## src/include/swa_defines.svh

```systemverilog
/*
 * Object and attribute codes, reset values and limits of the switching
 * I/O and activation attribute bank. Included by the design files.
 */
`ifndef SWA_DEFINES_SVH
`define SWA_DEFINES_SVH

`define SWA_CLASS_SWITCH_IO 8'h67
`define SWA_CLASS_ACT 8'h6A
`define SWA_SVC_GET 8'h0E
`define SWA_SVC_SET 8'h10
`define SWA_INST_IO7 8'h07
`define SWA_INST_IO8 8'h08
`define SWA_INST_ACT 8'h01
`define SWA_ATTR_SIG_STATE 8'h05
`define SWA_ATTR_OUT_DRIVE 8'h06
`define SWA_ATTR_CNT_CLEAR 8'h07
`define SWA_ATTR_CMP_STATE 8'h08
`define SWA_ATTR_CMP_TOGGLE 8'h09
`define SWA_ATTR_RSV_MAX 8'h04
`define SWA_ATTR_MODE 8'h01
`define SWA_ATTR_NUM_RESULTS 8'h02
`define SWA_ATTR_ACTIVATE 8'h03
`define SWA_ATTR_ACK 8'h04
`define SWA_ATTR_DATA_RESET 8'h05
`define SWA_MODE_RESET 8'h01
`define SWA_MODE_MIN 8'h01
`define SWA_MODE_MAX 8'h01
`define SWA_FLAG_MAX 8'h01
`define SWA_ERR_OK 8'h00
`define SWA_ERR_BAD_SVC 8'h08
`define SWA_ERR_BAD_ATTR 8'h14
`define SWA_ERR_BAD_VALUE 8'h09
`define SWA_ERR_NOT_SETTABLE 8'h0E
`define SWA_ERR_NO_OBJECT 8'h16

`endif

```

## src/include/swa_pkg.sv

```systemverilog
/*
 * Types of the switching I/O and activation attribute bank.
 * Assumes swa_defines.svh is on the include path.
 */
package swa_pkg;
	typedef enum logic [1:0] {
		SWA_IDLE = 2'b00,
		SWA_WAIT_ACK = 2'b01,
		SWA_CLEAR = 2'b11
	} swa_hs_t;

	typedef struct packed {
		logic [7:0] drive;
		logic [7:0] clear_prev;
		logic [15:0] count;
		logic [15:0] cmp_value;
		logic cmp_state;
		logic cmp_toggle;
		logic multi_mode;
	} swa_io_t;
endpackage

```

## src/design/swa_attr_bank.sv

```systemverilog
/*
 * Attribute bank of two switching I/O instances (7 and 8) and the
 * activation object, served by single-attribute get/set requests.
 * Assumes one request per strobe pulse from a same-clock protocol stack,
 * switching pin levels asynchronous, result store on same clock.
 */
`timescale 1ns/100ps
`include "swa_defines.svh"

module swa_attr_bank (
	// clock and reset
	input wire logic i_mclk,
	input wire logic i_reset_n,
	// attribute request
	input wire logic i_req,
	input wire logic [7:0] i_service,
	input wire logic [7:0] i_class,
	input wire logic [7:0] i_instance,
	input wire logic [7:0] i_attribute,
	input wire logic [7:0] i_wdata,
	// attribute answer
	output logic o_rsp_valid,
	output logic [7:0] o_rsp_status,
	output logic [7:0] o_rsp_data,
	// switching pins
	input wire logic [1:0] i_switch_pin,
	output logic [1:0] o_switched_output_line,
	// comparison configuration
	input wire logic [15:0] i_cmp_value_io7,
	input wire logic [15:0] i_cmp_value_io8,
	input wire logic [1:0] i_multi_mode,
	// result store side
	input wire logic i_result_ready,
	input wire logic [7:0] i_buffered_count,
	output logic o_result_take,
	output logic o_result_discard,
	output logic o_input_area_clear,
	output logic o_acquire,
	output logic o_acquire_start,
	output logic o_acquire_stop,
	output logic o_waiting_ack
);
	typedef struct packed {
		logic [1:0] pin_meta;
		logic [1:0] pin_sync;
		logic [7:0] mode;
		logic [7:0] act_prev;
		logic [7:0] ack_prev;
		logic [7:0] reset_prev;
		logic acquire;
		logic start_pulse;
		logic stop_pulse;
		logic take_pulse;
		logic discard_pulse;
		logic clear_pulse;
		swa_pkg::swa_hs_t hs;
		logic rsp_valid;
		logic [7:0] rsp_status;
		logic [7:0] rsp_data;
	} swa_bank_t;

	swa_bank_t st;
	swa_bank_t next_st;
	logic [1:0] wr_drive;
	logic [1:0] wr_clear;
	logic [7:0] drive [2];
	logic [1:0] cmp_state;
	logic [1:0] cmp_toggle;
	logic [15:0] cmp_value [2];
	logic [1:0] io_sel;
	logic act_sel;
	logic is_get;
	logic is_set;
	logic ack_edge;
	logic act_rise;
	logic act_fall;
	logic reset_rise;
	logic [7:0] attr;

	assign is_get = i_req && i_service == `SWA_SVC_GET;
	assign is_set = i_req && i_service == `SWA_SVC_SET;
	assign attr = i_attribute;
	assign io_sel[0] = i_class == `SWA_CLASS_SWITCH_IO && i_instance == `SWA_INST_IO7;
	assign io_sel[1] = i_class == `SWA_CLASS_SWITCH_IO && i_instance == `SWA_INST_IO8;
	assign act_sel = i_class == `SWA_CLASS_ACT && i_instance == `SWA_INST_ACT;
	assign cmp_value[0] = i_cmp_value_io7;
	assign cmp_value[1] = i_cmp_value_io8;

	assign act_rise = is_set && act_sel && attr == `SWA_ATTR_ACTIVATE && i_wdata[0] && !st.act_prev[0];
	assign act_fall = is_set && act_sel && attr == `SWA_ATTR_ACTIVATE && !i_wdata[0] && st.act_prev[0];
	assign ack_edge = is_set && act_sel && attr == `SWA_ATTR_ACK && (i_wdata[0] != st.ack_prev[0]);
	assign reset_rise = is_set && act_sel && attr == `SWA_ATTR_DATA_RESET && i_wdata[0] && !st.reset_prev[0];

	genvar g;
	generate
		for (g = 0; g < 2; g++) begin : gen_io
			assign wr_drive[g] = is_set && io_sel[g] && attr == `SWA_ATTR_OUT_DRIVE && i_wdata <= `SWA_FLAG_MAX;
			assign wr_clear[g] = is_set && io_sel[g] && attr == `SWA_ATTR_CNT_CLEAR && i_wdata <= `SWA_FLAG_MAX;
			swa_switch_io u_io (
				.i_mclk(i_mclk),
				.i_reset_n(i_reset_n),
				.i_wr_drive(wr_drive[g]),
				.i_wr_clear(wr_clear[g]),
				.i_wdata(i_wdata),
				.i_cmp_value(cmp_value[g]),
				.i_multi_mode(i_multi_mode[g]),
				.i_sig_level(st.pin_sync[g]),
				.o_drive(drive[g]),
				.o_cmp_state(cmp_state[g]),
				.o_cmp_toggle(cmp_toggle[g]),
				.o_count()
			);
			// 0 low inactive, 1 high active
			assign o_switched_output_line[g] = drive[g][0];
		end
	endgenerate

	always_comb begin
		next_st = st;
		next_st.pin_meta = i_switch_pin;
		next_st.pin_sync = st.pin_meta;
		next_st.start_pulse = 1'b0;
		next_st.stop_pulse = 1'b0;
		next_st.take_pulse = 1'b0;
		next_st.discard_pulse = 1'b0;
		next_st.clear_pulse = 1'b0;
		next_st.rsp_valid = i_req;
		next_st.rsp_status = `SWA_ERR_OK;
		next_st.rsp_data = 8'h00;

		// request decode
		if (i_req) begin
			if (!is_get && !is_set) begin
				next_st.rsp_status = `SWA_ERR_BAD_SVC;
			end else if (io_sel != 2'b00) begin
				if (attr <= `SWA_ATTR_RSV_MAX || attr > `SWA_ATTR_CMP_TOGGLE) begin
					next_st.rsp_status = `SWA_ERR_BAD_ATTR;
				end else if (is_get) begin
					unique case (attr)
						`SWA_ATTR_SIG_STATE: next_st.rsp_data = {7'h00, st.pin_sync[io_sel[1]]};
						`SWA_ATTR_CMP_STATE: next_st.rsp_data = {7'h00, cmp_state[io_sel[1]]};
						`SWA_ATTR_CMP_TOGGLE: next_st.rsp_data = {7'h00, cmp_toggle[io_sel[1]]};
						default: next_st.rsp_status = `SWA_ERR_BAD_ATTR;
					endcase
				end else if (attr != `SWA_ATTR_OUT_DRIVE && attr != `SWA_ATTR_CNT_CLEAR) begin
					next_st.rsp_status = `SWA_ERR_NOT_SETTABLE;
				end else if (i_wdata > `SWA_FLAG_MAX) begin
					next_st.rsp_status = `SWA_ERR_BAD_VALUE;
				end
			end else if (act_sel) begin
				if (attr < `SWA_ATTR_MODE || attr > `SWA_ATTR_DATA_RESET) begin
					next_st.rsp_status = `SWA_ERR_BAD_ATTR;
				end else if (is_get) begin
					if (attr == `SWA_ATTR_NUM_RESULTS) begin
						next_st.rsp_data = i_buffered_count;
					end else begin
						next_st.rsp_status = `SWA_ERR_BAD_ATTR;
					end
				end else if (attr == `SWA_ATTR_NUM_RESULTS) begin
					next_st.rsp_status = `SWA_ERR_NOT_SETTABLE;
				end else if (attr == `SWA_ATTR_MODE) begin
					if (i_wdata < `SWA_MODE_MIN || i_wdata > `SWA_MODE_MAX) begin
						next_st.rsp_status = `SWA_ERR_BAD_VALUE;
					end else begin
						next_st.mode = i_wdata;
					end
				end else if (i_wdata > `SWA_FLAG_MAX) begin
					next_st.rsp_status = `SWA_ERR_BAD_VALUE;
				end else begin
					unique case (attr)
						`SWA_ATTR_ACTIVATE: next_st.act_prev = i_wdata;
						`SWA_ATTR_ACK: next_st.ack_prev = i_wdata;
						default: next_st.reset_prev = i_wdata;
					endcase
				end
			end else begin
				next_st.rsp_status = `SWA_ERR_NO_OBJECT;
			end
		end

		if (act_rise) begin
			next_st.acquire = 1'b1;
			next_st.start_pulse = 1'b1;
		end else if (act_fall) begin
			next_st.acquire = 1'b0;
			next_st.stop_pulse = 1'b1;
		end

		if (reset_rise) begin
			next_st.discard_pulse = 1'b1;
			next_st.clear_pulse = 1'b1;
			next_st.hs = swa_pkg::SWA_IDLE;
		end else begin
			unique case (st.hs)
				swa_pkg::SWA_IDLE: begin
					if (i_result_ready) begin
						next_st.take_pulse = 1'b1;
						next_st.hs = swa_pkg::SWA_WAIT_ACK;
					end
				end
				swa_pkg::SWA_WAIT_ACK: begin
					if (ack_edge) begin
						next_st.hs = i_result_ready ? swa_pkg::SWA_IDLE : swa_pkg::SWA_CLEAR;
					end
				end
				swa_pkg::SWA_CLEAR: begin
					next_st.clear_pulse = 1'b1;
					next_st.hs = swa_pkg::SWA_IDLE;
				end
				default: next_st.hs = swa_pkg::SWA_IDLE;
			endcase
		end
	end

	always_ff @(posedge i_mclk) begin
		if (!i_reset_n) begin
			st <= '0;
			st.mode <= `SWA_MODE_RESET;
			st.hs <= swa_pkg::SWA_IDLE;
		end else begin
			st <= next_st;
		end
	end

	assign o_rsp_valid = st.rsp_valid;
	assign o_rsp_status = st.rsp_status;
	assign o_rsp_data = st.rsp_data;
	assign o_result_take = st.take_pulse;
	assign o_result_discard = st.discard_pulse;
	assign o_input_area_clear = st.clear_pulse;
	assign o_acquire = st.acquire;
	assign o_acquire_start = st.start_pulse;
	assign o_acquire_stop = st.stop_pulse;
	assign o_waiting_ack = st.hs == swa_pkg::SWA_WAIT_ACK;
endmodule

```

## src/design/swa_switch_io.sv

```systemverilog
/*
 * One switching input/output instance: drive level, event counter with
 * clear on rising change of the clear attribute, comparison flags.
 * Assumes i_sig_level is already synchronised to i_mclk.
 */
`timescale 1ns/100ps
`include "swa_defines.svh"

module swa_switch_io (
	// clock and reset
	input wire logic i_mclk,
	input wire logic i_reset_n,
	// attribute writes
	input wire logic i_wr_drive,
	input wire logic i_wr_clear,
	input wire logic [7:0] i_wdata,
	// configuration
	input wire logic [15:0] i_cmp_value,
	input wire logic i_multi_mode,
	// activation events and level
	input wire logic i_sig_level,
	// state
	output logic [7:0] o_drive,
	output logic o_cmp_state,
	output logic o_cmp_toggle,
	output logic [15:0] o_count
);
	swa_pkg::swa_io_t st;
	swa_pkg::swa_io_t next_st;
	logic sig_prev;
	logic sig_rise;
	logic clear_rise;
	logic over_now;

	always_ff @(posedge i_mclk) begin
		if (!i_reset_n) begin
			sig_prev <= 1'b0;
		end else begin
			sig_prev <= i_sig_level;
		end
	end

	assign sig_rise = i_sig_level && !sig_prev;
	assign clear_rise = i_wr_clear && i_wdata[0] && !st.clear_prev[0];

	always_comb begin
		next_st = st;
		next_st.cmp_value = i_cmp_value;
		next_st.multi_mode = i_multi_mode;
		over_now = 1'b0;
		if (i_wr_drive) begin
			next_st.drive = i_wdata;
		end
		if (i_wr_clear) begin
			next_st.clear_prev = i_wdata;
		end
		if (clear_rise) begin
			next_st.count = 16'h0000;
			next_st.cmp_state = 1'b0;
			next_st.cmp_toggle = 1'b0;
		end else if (sig_rise && st.count != 16'hFFFF) begin
			next_st.count = st.count + 16'h0001;
			over_now = (st.count + 16'h0001) > st.cmp_value;
			if (over_now) begin
				next_st.cmp_state = 1'b1;
			end
			if (over_now && st.multi_mode) begin
				next_st.cmp_toggle = !st.cmp_toggle;
			end
		end
	end

	always_ff @(posedge i_mclk) begin
		if (!i_reset_n) begin
			st <= '0;
		end else begin
			st <= next_st;
		end
	end

	assign o_drive = st.drive;
	assign o_cmp_state = st.cmp_state;
	assign o_cmp_toggle = st.cmp_toggle;
	assign o_count = st.count;
endmodule

```

## config.mk

```make
export PLATFORM = sky130hd
export DESIGN_NAME = swa_attr_bank
export DESIGN_NICKNAME = d
export VERILOG_FILES = /design/src/include/swa_pkg.sv /design/src/design/swa_attr_bank.sv /design/src/design/swa_switch_io.sv
export VERILOG_INCLUDE_DIRS = /design/src /design/src/include
export SDC_FILE = /design/constraint.sdc
export NUM_CORES = 1
export LEC_CHECK = 0
export BUFFER_PORTS_ARGS = -buffer_cell sky130_fd_sc_hd__buf_2
export CORE_UTILIZATION = 35
export DETAILED_ROUTE_END_ITERATION = 7
export GPL_ROUTABILITY_DRIVEN = 0
export HOLD_SLACK_MARGIN = 0.06
export PLACE_DENSITY = 0.55
export SLEW_MARGIN = 20
export SYNTH_ARGS = -nofsm -noshare
export SYNTH_HDL_FRONTEND = slang
export SYNTH_SLANG_ARGS = --single-unit
```

## constraint.sdc

```tcl
create_clock -name i_mclk -period 7.95 [get_ports i_mclk]
set_input_delay 0.795 -clock i_mclk [delete_from_list [all_inputs] [get_ports i_mclk]]
set_output_delay 0.795 -clock i_mclk [all_outputs]
set_load 0.02 [all_outputs]
```

==> results of run 1 <==
==> metal layers <==
metal / up-vias / wire length [um] / track usage (%)
li1: 2350 / - / -
met1: 2145 / 5486 / 19.80
met2: 75 / 6089 / 26.82
met3: 10 / 432 / 3.464
met4: 0 / 160 / 5.536
met5: - / 0 / 0
==> cells by family after synthesis <==
family | count (synthesis)
adders and majority gates | 37
AOI/OAI and AO/OA | 75
xor gates and xnor gates | 51
DFF | 105
buffers and inverters | 81
muxes | 12
and+or+nand+nor | 281
other | 1
==> worst reg2reg max path, cell delays in order (launching register included) <==
cell and delay (ns):
dfxtp_1 0.41, ha_1 0.23, nand3_1 0.18, nor3_1 0.87, nand4_1 0.26, xnor2_1 0.18
ha_1 0.31, nand4_1 0.17, or4_1 0.56, and4_1 0.22, mux2_2 0.27
==> how the worst max path moves through the flow <==
stage	from	endpoint	slack (ns)	cells after the start
after floorplan	gen_io[0].u_io.o_count[0]	gen_io[0].u_io.o_cmp_toggle	4.69	11
after global placement	gen_io[1].u_io.o_count[0]	gen_io[1].u_io.o_cmp_toggle	4.41	10
after detailed placement	gen_io[1].u_io.o_count[0]	gen_io[1].u_io.o_cmp_toggle	4.19	10
after CTS	gen_io[1].u_io.o_count[0]	gen_io[1].u_io.o_cmp_toggle	4.16	10
after global routing	gen_io[1].u_io.o_count[0]	gen_io[1].u_io.o_cmp_toggle	3.84	10
final	gen_io[1].u_io.o_count[0]	gen_io[1].u_io.o_cmp_toggle	4.16	10
==> cells in the final DEF, fill, tap and decap left out, types with 2 or more instances in the layout <==
| cell | count |
|---|---|
| ha_1 | 37 |
| nor2b_1 | 12 |
| o211ai_1 | 3 |
| clkbuf_16 | 9 |
| and4b_1 | 3 |
| nor4b_1 | 4 |
| mux2_2 | 3 |
| nand3b_1 | 2 |
| conb_1 | 3 |
| nand4_1 | 15 |
| buf_2 | 110 |
| a21o_1 | 2 |
| clkinvlp_4 | 3 |
| mux2i_1 | 8 |
| or3_1 | 7 |
| xnor2_1 | 21 |
| nand2_1 | 53 |
| o21ai_0 | 15 |
| and3_1 | 6 |
| dfxtp_1 | 105 |
| xor2_1 | 30 |
| nand3_1 | 22 |
| a31oi_1 | 3 |
| a311oi_1 | 2 |
| inv_1 | 41 |
| nor3_1 | 19 |
| a21oi_1 | 35 |
| and2_1 | 52 |
| and4_1 | 10 |
| or2_2 | 2 |
| nor4_1 | 5 |
| nand2b_1 | 6 |
| or4_1 | 4 |
| nor2_1 | 51 |
==> sequential cells by signal, summed over array words and instances (netlist names), 5 cells and up <==
register             flops
gen_io.u_io.st          36
gen_io.u_io.o_count     32
o_rsp_data               8
st                       7
o_rsp_status             5
==> cell type report <==
class | count | area, sq um | share of cell area [%]
Inverter | 42 | 157.7 | 2.431
Clock inverter | 6 | 66.31 | 1.023
Clock buffer | 10 | 239.0 | 3.686
Multi-Input combinational cell | 459 | 3104 | 47.88
Tap cell | 211 | 264.0 | 4.072
Sequential cell | 105 | 2102 | 32.42
Timing Repair Buffer | 110 | 550.5 | 8.491
==> where the power goes <==
part | switching, mW | total [mW] | internal, mW
clock | 0.199 | 0.452 | 0.253
combinational | 0.0460 | 0.0835 | 0.0375
sequential | 0.00511 | 0.543 | 0.538
==> flow_metrics.tcl, run 1 <==
set metrics [dict create \
    status "finished clean" \
    start_kind "flip-flop" \
    cts_buffers 9 \
    synth_area_leader_cell "dfxtp_1" \
    crit_path_end_kind "flip-flop" \
    whs_ns 0.4593 \
    synth_xor_area_share_pct 8.035 \
    synth_most_common_cell "dfxtp_1" \
    synthSimpleGateAreaFrac_pct 27.82 \
    drive_gt1_share_pct 19.54 \
    reg2reg_to "gen_io[1].u_io.o_cmp_toggle" \
    cts_tree "done" \
    tns_ns 0 \
    synth_area_per_cell_sq_um 8.646 \
    yosysTopAreaCellShare_pct 37.81 \
    synth-seq-area-share_pct 37.81 \
    critPathMaxFanout 7 \
    fin_cells 943 \
    fin_skew_ns 0.005336 \
    num_antenna_cells 0 \
    slew_headroom_pct 31.46 \
    p_leak_nw 2.792 \
    synth_seq_cells 105 \
    synth_top_family_by_area "simple AND/OR/NAND/NOR gates" \
    placedCellCount 927 \
    critPathTopFamily "simple AND/OR/NAND/NOR gates" \
    rr_worst_depth 10 \
    hold_violations 0 \
    synth_commonest_cells "dfxtp_1 (105), nand2_1 (53), and2_1 (52), nor2_1 (51), inv_1 (41)" \
    required_ns 8.19 \
    overflow 0 \
    cp_num_buf_inv 0 \
    wl_um 12170 \
    vdd_ir_drop_max_v 0.00009763 \
    dieArea_sq_um 16390 \
    slowest_stage "nor3_1" \
    viasPerCell 4.857 \
    die_h_um 128.0 \
    clock-sinks 105 \
    ys_types 58 \
    crit_type "flip-flop to flip-flop" \
    whs_endpoint "gen_io[1].u_io.st[35]" \
    fill_cells 1534 \
    clockRootBuffer "clkbuf_16" \
    clkTransAtPathRegs_ns 0.07 \
    ant_nets 0 \
    finalCritPeriodShare_pct 47.62 \
    power_mw 1.079 \
    grt_pass1_vias 4380 \
    arrival_ns 4.02 \
    synth_flop_cell "dfxtp_1" \
    boundaryPins 114 \
    min_path_type "flip-flop to flip-flop" \
    hold_path_depth 2 \
    htree_levels 3 \
    grt_pass1_wl_um 20580 \
    yosys-top-cells-area "dfxtp_1 (38%), ha_1 (8.3%), and2_1 (5.9%)" \
    routedWlPerCell_um 12.90 \
    synth.area.mux_share_pct 2.453 \
    postCtsSetupRepairBufs 0 \
    max_stage_delay_ns 0.87 \
    postCtsResizedCells 0 \
    rows 45 \
    core_sq_um 15370 \
    num_vias 4580 \
    r2r_start "gen_io[1].u_io.o_count[0]" \
    maxCapViolations 0 \
    period_minus_slack_ns 3.785 \
    io_buffers 110 \
    finalSetupViolCount 0 \
    start_util_pct 36.17 \
    fin_ws_ns 4.165 \
    stdcell_area_sq_um 6484 \
    post-route-drc-count 0 \
    dp_slack_ns 4.191 \
    area_growth_pct 16.63 \
    r2r_slack_ns 4.16 \
    synth_fa_ha_area_share_pct 8.328 \
    die_w_um 128.0 \
    syn_inst 643 \
    min_from "gen_io[1].u_io.st[35]" \
    synth-compound-area-share_pct 8.598 \
    dp_hpwl_um 9301 \
    max_freq_mhz 264.2 \
    worst_pin_slew_ns 1.020 \
    antenna_found_initial 0 \
    grt_max_degree 48 \
    rsz0062_at_grt "no" \
    post_dp_cell_area_sq_um 6173 \
    cp_cell_sequence "ha_1, nand3_1, nor3_1, nand4_1, xnor2_1, ha_1, nand4_1, or4_1, and4_1, mux2_2" \
    synth-edff-count 0 \
    async_flop_share_pct 0 \
    grt_use_total_pct 15.84 \
    yosysWarnings 0 \
    first_iter_violations 289 \
    clk_latency_ns 0.35 \
    power_density_nw_per_um2 166.4 \
    postCtsHoldBufs 0 \
    first_pass_iters 4 \
    fin_nets 852 \
    syn_area_sq_um 5559 \
    finalCoreUtilization_pct 42.18 \
    drv_slew 0 \
    clk_path_buf_depth 2 \
]
(Power assumes the default switching activity.)
==> run 2: changes to the inputs <==
ABC_AREA = 1   (was unset)
PLACE_DENSITY = 0.57   (was 0.55)
clock period = 3.1 ns   (was 7.95 ns; I/O delays follow)
==> flow_metrics.tcl, run 2 <==
set metrics [dict create \
    fin_ws_ns 0.6509 \
    vdd_ir_drop_max_v 0.0002478 \
    synth-seq-area-share_pct 35.87 \
    finalCritPeriodShare_pct 79.00 \
    start_util_pct 36.36 \
    postCtsHoldBufs 0 \
    synth_area_per_cell_sq_um 6.712 \
    boundaryPins 114 \
    syn_area_sq_um 5859 \
    routedWlPerCell_um 10.86 \
    synth-compound-area-share_pct 6.470 \
    io_buffers 110 \
    cts_tree "done" \
    crit_type "flip-flop to flip-flop" \
    synth-edff-count 0 \
    clkTransAtPathRegs_ns 0.07 \
    viasPerCell 4.303 \
    yosys-top-cells-area "dfxtp_1 (36%), nand2_1 (15%), inv_1 (11%)" \
    top_register "gen_io.u_io.st" \
    synth_seq_cells 105 \
    overflow 0 \
    postCtsResizedCells 0 \
    hold_path_depth 3 \
    die_w_um 131.4 \
    num_vias 5108 \
    slowest_stage "dfxtp_1" \
    wl_um 12890 \
    max_stage_delay_ns 0.39 \
    start_kind "flip-flop" \
    die_h_um 131.4 \
    synth_top_family_by_area "simple AND/OR/NAND/NOR gates" \
    synth_fa_ha_area_share_pct 7.901 \
    ys_types 29 \
    post-route-drc-count 0 \
    clockRootBuffer "clkbuf_16" \
    status "finished clean" \
    synth_commonest_cells "nand2_1 (237), inv_1 (165), dfxtp_1 (105), nor2_1 (104), a21oi_1 (54)" \
    min_path_type "input pin to flip-flop" \
    synth_flop_cell "dfxtp_1" \
    largest_register_ff_count 36 \
    postCtsSetupRepairBufs 0 \
    dp_hpwl_um 10120 \
    finalSetupViolCount 0 \
    final_common_cell "nand2_1" \
    slew_headroom_pct 64.13 \
    synth.area.mux_share_pct 0 \
    final_cell_mix "nand2_1 (237), inv_1 (165), buf_2 (110)" \
    period_minus_slack_ns 2.449 \
    critPathMaxFanout 5 \
    fill_cells 1732 \
    power_density_nw_per_um2 419.4 \
    crit_path_end_kind "flip-flop" \
    cp.depth 13 \
    critPathTopFamily "simple AND/OR/NAND/NOR gates" \
    worst_pin_slew_ns 0.5360 \
    area_growth_pct 15.99 \
    cp_cell_sequence "ha_1, nand3_1, inv_1, nand2_1, nor2_1, xnor2_1, inv_1, ha_1, nand4_1, nor3_1, nor2_1, a21oi_1, nor2_2" \
    maxCapViolations 0 \
    p_leak_nw 3.557 \
    cts_buffers 9 \
    async_flop_share_pct 0 \
    clk_latency_ns 0.36 \
    synth_area_leader_cell "dfxtp_1" \
    drive_gt1_share_pct 15.76 \
    synthSimpleGateAreaFrac_pct 31.33 \
    clk_path_buf_depth 2 \
    post_dp_cell_area_sq_um 6481 \
    htree_levels 3 \
    power_mw 2.850 \
    multi_input_area_sq_um 2917 \
    drv_slew 0 \
    rr_worst_depth 13 \
    whs_ns 0.1306 \
    grt_use_total_pct 15.58 \
    cp_num_buf_inv 2 \
    max_freq_mhz 408.3 \
    syn_inst 873 \
    synth_xor_area_share_pct 3.886 \
    grt_pass1_wl_um 21860 \
    fin_skew_ns 0.008366 \
    first_pass_iters 4 \
    seqCellArea_sq_um 2102 \
    synth_most_common_cell "nand2_1" \
    ant_nets 0 \
    rsz0062_at_grt "no" \
    required_ns 3.34 \
    hold_violations 0 \
    grt_pass1_vias 4780 \
    yosysWarnings 0 \
    stdcell_area_sq_um 6797 \
    core_sq_um 16120 \
    arrival_ns 2.68 \
    rows 46 \
    yosysTopAreaCellShare_pct 35.87 \
    dieArea_sq_um 17260 \
    first_iter_violations 172 \
    dp_slack_ns 0.6572 \
    grt_max_degree 21 \
    num_antenna_cells 0 \
    tns_ns 0 \
    fin_nets 1092 \
    clock-sinks 105 \
    antenna_found_initial 0 \
]
run 2: cell count changes in the layout (fill, tap and decap cells not counted), moves of 14 or more:
cell	delta
inv_1	+124
nor2_1	+53
xnor2_1	-14
nand2_1	+184
and2_1	-50
a21oi_1	+19
nand3_1	+21
run 2: metrics by stage:
step / util, % / std cells
after floorplan: - / 875
after global placement: 40.22 / 1172
after detailed placement: 40.22 / 1172
after CTS: 42.17 / 1187
after global routing: 42.17 / 1187
final: 42.17 / 1187
run 2: cell type report:
cell class | instances | share of cell area [%]
well taps | 216 | 3.976
clock buffers | 9 | 3.314
repair buffers | 112 | 8.321
inverters | 167 | 9.223
clock inverters | 6 | 1.325
multi-input cells | 572 | 42.91
flip-flops and latches | 105 | 30.93
run 2: where the power goes:
| part | internal [mW] | switching [mW] |
|---|---|---|
| sequential | 1.38 | 0.0105 |
| clock | 0.708 | 0.517 |
| combinational | 0.0922 | 0.143 |
| total | 2.18 | 0.670 |
run 2: final timing paths:
| kind | endpoint | from | slack (ns) |
|---|---|---|---|
| worst max-delay path | gen_io[0].u_io.o_cmp_state | gen_io[0].u_io.o_count[0] | 0.65 |
| worst min-delay path | gen_io[1].u_io.st[3] | i_cmp_value_io8[0] | 0.13 |
| worst max register to register | gen_io[0].u_io.o_cmp_state | gen_io[0].u_io.o_count[0] | 0.65 |
| worst min register to register | st[58] | next_st[58] | 0.42 |
run 2: logic make-up after synthesis:
| logic type | Yosys count |
|---|---|
| adder cells (fa/ha/maj) | 37 |
| AO/OA/AOI/OAI | 69 |
| XOR/XNOR | 26 |
| flip-flops | 105 |
| other | 1 |
| buffers and inverters | 198 |
| AND/OR/NAND/NOR | 437 |
run 2: metal layers:
layer	part of all wire (%)	global-route usage, %	vias up	routed length (um)
li1	-	-	2820	-
met1	48	19.50	2194	6210
met2	46	26.06	80	5992
met3	3.6	3.549	14	467
met4	1.7	5.620	0	221
met5	0	0	-	0
run 2: worst reg2reg max path, delay by kind of cell, from the launching register on:
family,cells,cell delay [ns]
flip-flops,1,0.39
AND/OR/NAND/NOR,7,0.98
adder cells (fa/ha/maj),2,0.49
XOR/XNOR,1,0.13
AO/OA/AOI/OAI,1,0.20
buffers and inverters,2,0.15
==> run 3: changes to the inputs <==
PLACE_DENSITY = 0.55   (was 0.57)
clock period = 2.35 ns   (was 3.1 ns; I/O delays follow)
==> flow_metrics.tcl, run 3 (synthesized netlist as in run 2, its figures left out) <==
set metrics [dict create \
    status "finished clean" \
    min_from "i_cmp_value_io7[7]" \
    cts_tree "done" \
    antenna_found_initial 0 \
    grt_use_total_pct 16.00 \
    min_path_type "input pin to flip-flop" \
    post-route-drc-count 0 \
    num_antenna_cells 0 \
    hold_violations 0 \
    clk_latency_ns 0.35 \
    tns_ns 0 \
    final_cell_mix "nand2_1 (232), inv_1 (163), buf_2 (110)" \
    ant_nets 0 \
    grt_pass1_wl_um 22580 \
    fill_cells 1699 \
    boundaryPins 114 \
    final_common_cell "nand2_1" \
    slew_headroom_pct 64.76 \
    period_minus_slack_ns 2.216 \
    crit_type "flip-flop to flip-flop" \
    grt_pass1_vias 5025 \
    required_ns 2.58 \
    fin_nets 1141 \
    viasPerCell 4.324 \
    drive_gt1_share_pct 21.94 \
    start_kind "flip-flop" \
    clkTransAtPathRegs_ns 0.07 \
    routedWlPerCell_um 10.90 \
    top_register "gen_io.u_io.st" \
    maxCapViolations 0 \
    core_sq_um 16120 \
    r2r_start "gen_io[1].u_io.o_count[0]" \
    first_pass_iters 4 \
    max_freq_mhz 451.2 \
    overflow 0 \
    arrival_ns 2.45 \
    wl_um 13490 \
    finalCoreUtilization_pct 46.14 \
    r2r_slack_ns 0.13 \
    grt_max_degree 25 \
    hold_path_depth 3 \
    dieArea_sq_um 17260 \
    p_leak_nw 3.821 \
    finalCritPeriodShare_pct 94.31 \
    area_growth_pct 26.91 \
    rows 46 \
    worst_pin_slew_ns 0.5285 \
    htree_levels 3 \
    largest_register_ff_count 36 \
    die_h_um 131.4 \
    drv_slew 0 \
    cts_buffers 9 \
    whs_endpoint "gen_io[0].u_io.st[10]" \
    clk_path_buf_depth 2 \
    rr_worst_depth 13 \
    fin_cells 1237 \
    vdd_ir_drop_max_v 0.0003512 \
    crit_path_end_kind "flip-flop" \
    clockRootBuffer "clkbuf_16" \
    fin_skew_ns 0.007506 \
    reg2reg_to "gen_io[1].u_io.o_cmp_state" \
    power_mw 3.704 \
    start_util_pct 36.36 \
    io_buffers 110 \
    critPathMaxFanout 4 \
    clock-sinks 105 \
    placedCellCount 1194 \
    finalSetupViolCount 0 \
    first_iter_violations 223 \
    dp_hpwl_um 10320 \
    rsz0062_at_grt "yes" \
    die_w_um 131.4 \
    num_vias 5349 \
    power_density_nw_per_um2 498.1 \
]
run 3: cell types whose count changed in the layout (fill, tap and decap cells not counted), sizes merged:
cell         previous run  this run
inv                   169       168
clkinvlp                1         0
bufinv                  2         1
clkinv                  1         3
dlygate4sd3             0        24
buf                   112       137
clkbuf                  9        11
run 3: worst max-delay path by stage:
stage,cells after the start,start,end
2_1_floorplan,13,gen_io[0].u_io.o_count[0],gen_io[0].u_io.o_cmp_state
3_3_place_gp,13,gen_io[1].u_io.o_count[0],gen_io[1].u_io.o_cmp_toggle
3_5_place_dp,13,gen_io[1].u_io.o_count[0],gen_io[1].u_io.o_cmp_state
4_1_cts,16,gen_io[0].u_io.o_count[0],gen_io[0].u_io.o_cmp_toggle
5_1_grt,16,gen_io[1].u_io.o_count[5],gen_io[1].u_io.o_cmp_toggle
6_report,13,gen_io[1].u_io.o_count[0],gen_io[1].u_io.o_cmp_state
run 3: area by class of cell:
class | count | area (sq um) | area share [%]
Multi-Input combinational cell | 572 | 3110 | 41.83
Sequential cell | 105 | 2126 | 28.59
Timing Repair Buffer | 161 | 1006 | 13.53
Inverter | 167 | 626.9 | 8.430
Tap cell | 216 | 270.3 | 3.635
Clock buffer | 11 | 242.7 | 3.264
Clock inverter | 5 | 53.80 | 0.7235
run 3: through the flow:
step	hold WS (ns)	area [sq um]	setup WS [ns]
after CTS	0.06046	7202	0.02839
after detailed placement	0.4081	6659	0.002220
after floorplan	0.3326	5867	0.1648
after global placement	0.4074	6659	0.06333
final	0.06721	7436	0.1337
after global routing	0.07446	7436	-0.09921
run 3: critical path, stage by stage (launching register included):
cell	delay, ns
dfxtp_4	0.37
ha_4	0.16
nand3_4	0.09
nor2_4	0.14
nand2_2	0.09
nor2_4	0.11
nand2_2	0.07
xnor2_2	0.13
ha_1	0.27
nand4_1	0.18
nor3_2	0.22
nor2_2	0.08
a21oi_1	0.14
nor2_1	0.05
run 3: layer usage:
layer / vias up / GRT usage (%) / routed length, um
met5: - / 0 / 0
met4: 0 / 6.072 / 214
met3: 14 / 3.318 / 428
met2: 65 / 27.19 / 6395
met1: 2357 / 19.77 / 6447
li1: 2913 / - / -
run 3: timing repair:
action	in CTS	in global routing
hold buffers	24	0
setup endpoints to repair	1	4
pin swaps	0	14
gates resized for setup	2	56
gates cloned	0	0
buffers inserted	0	3
endpoints found under the hold margin	24	0
run 3: power by group:
group | switching [mW] | total (mW) | internal, mW
Sequential | 0.0147 | 1.83 | 1.82
Clock | 0.664 | 1.52 | 0.854
Combinational | 0.197 | 0.352 | 0.156
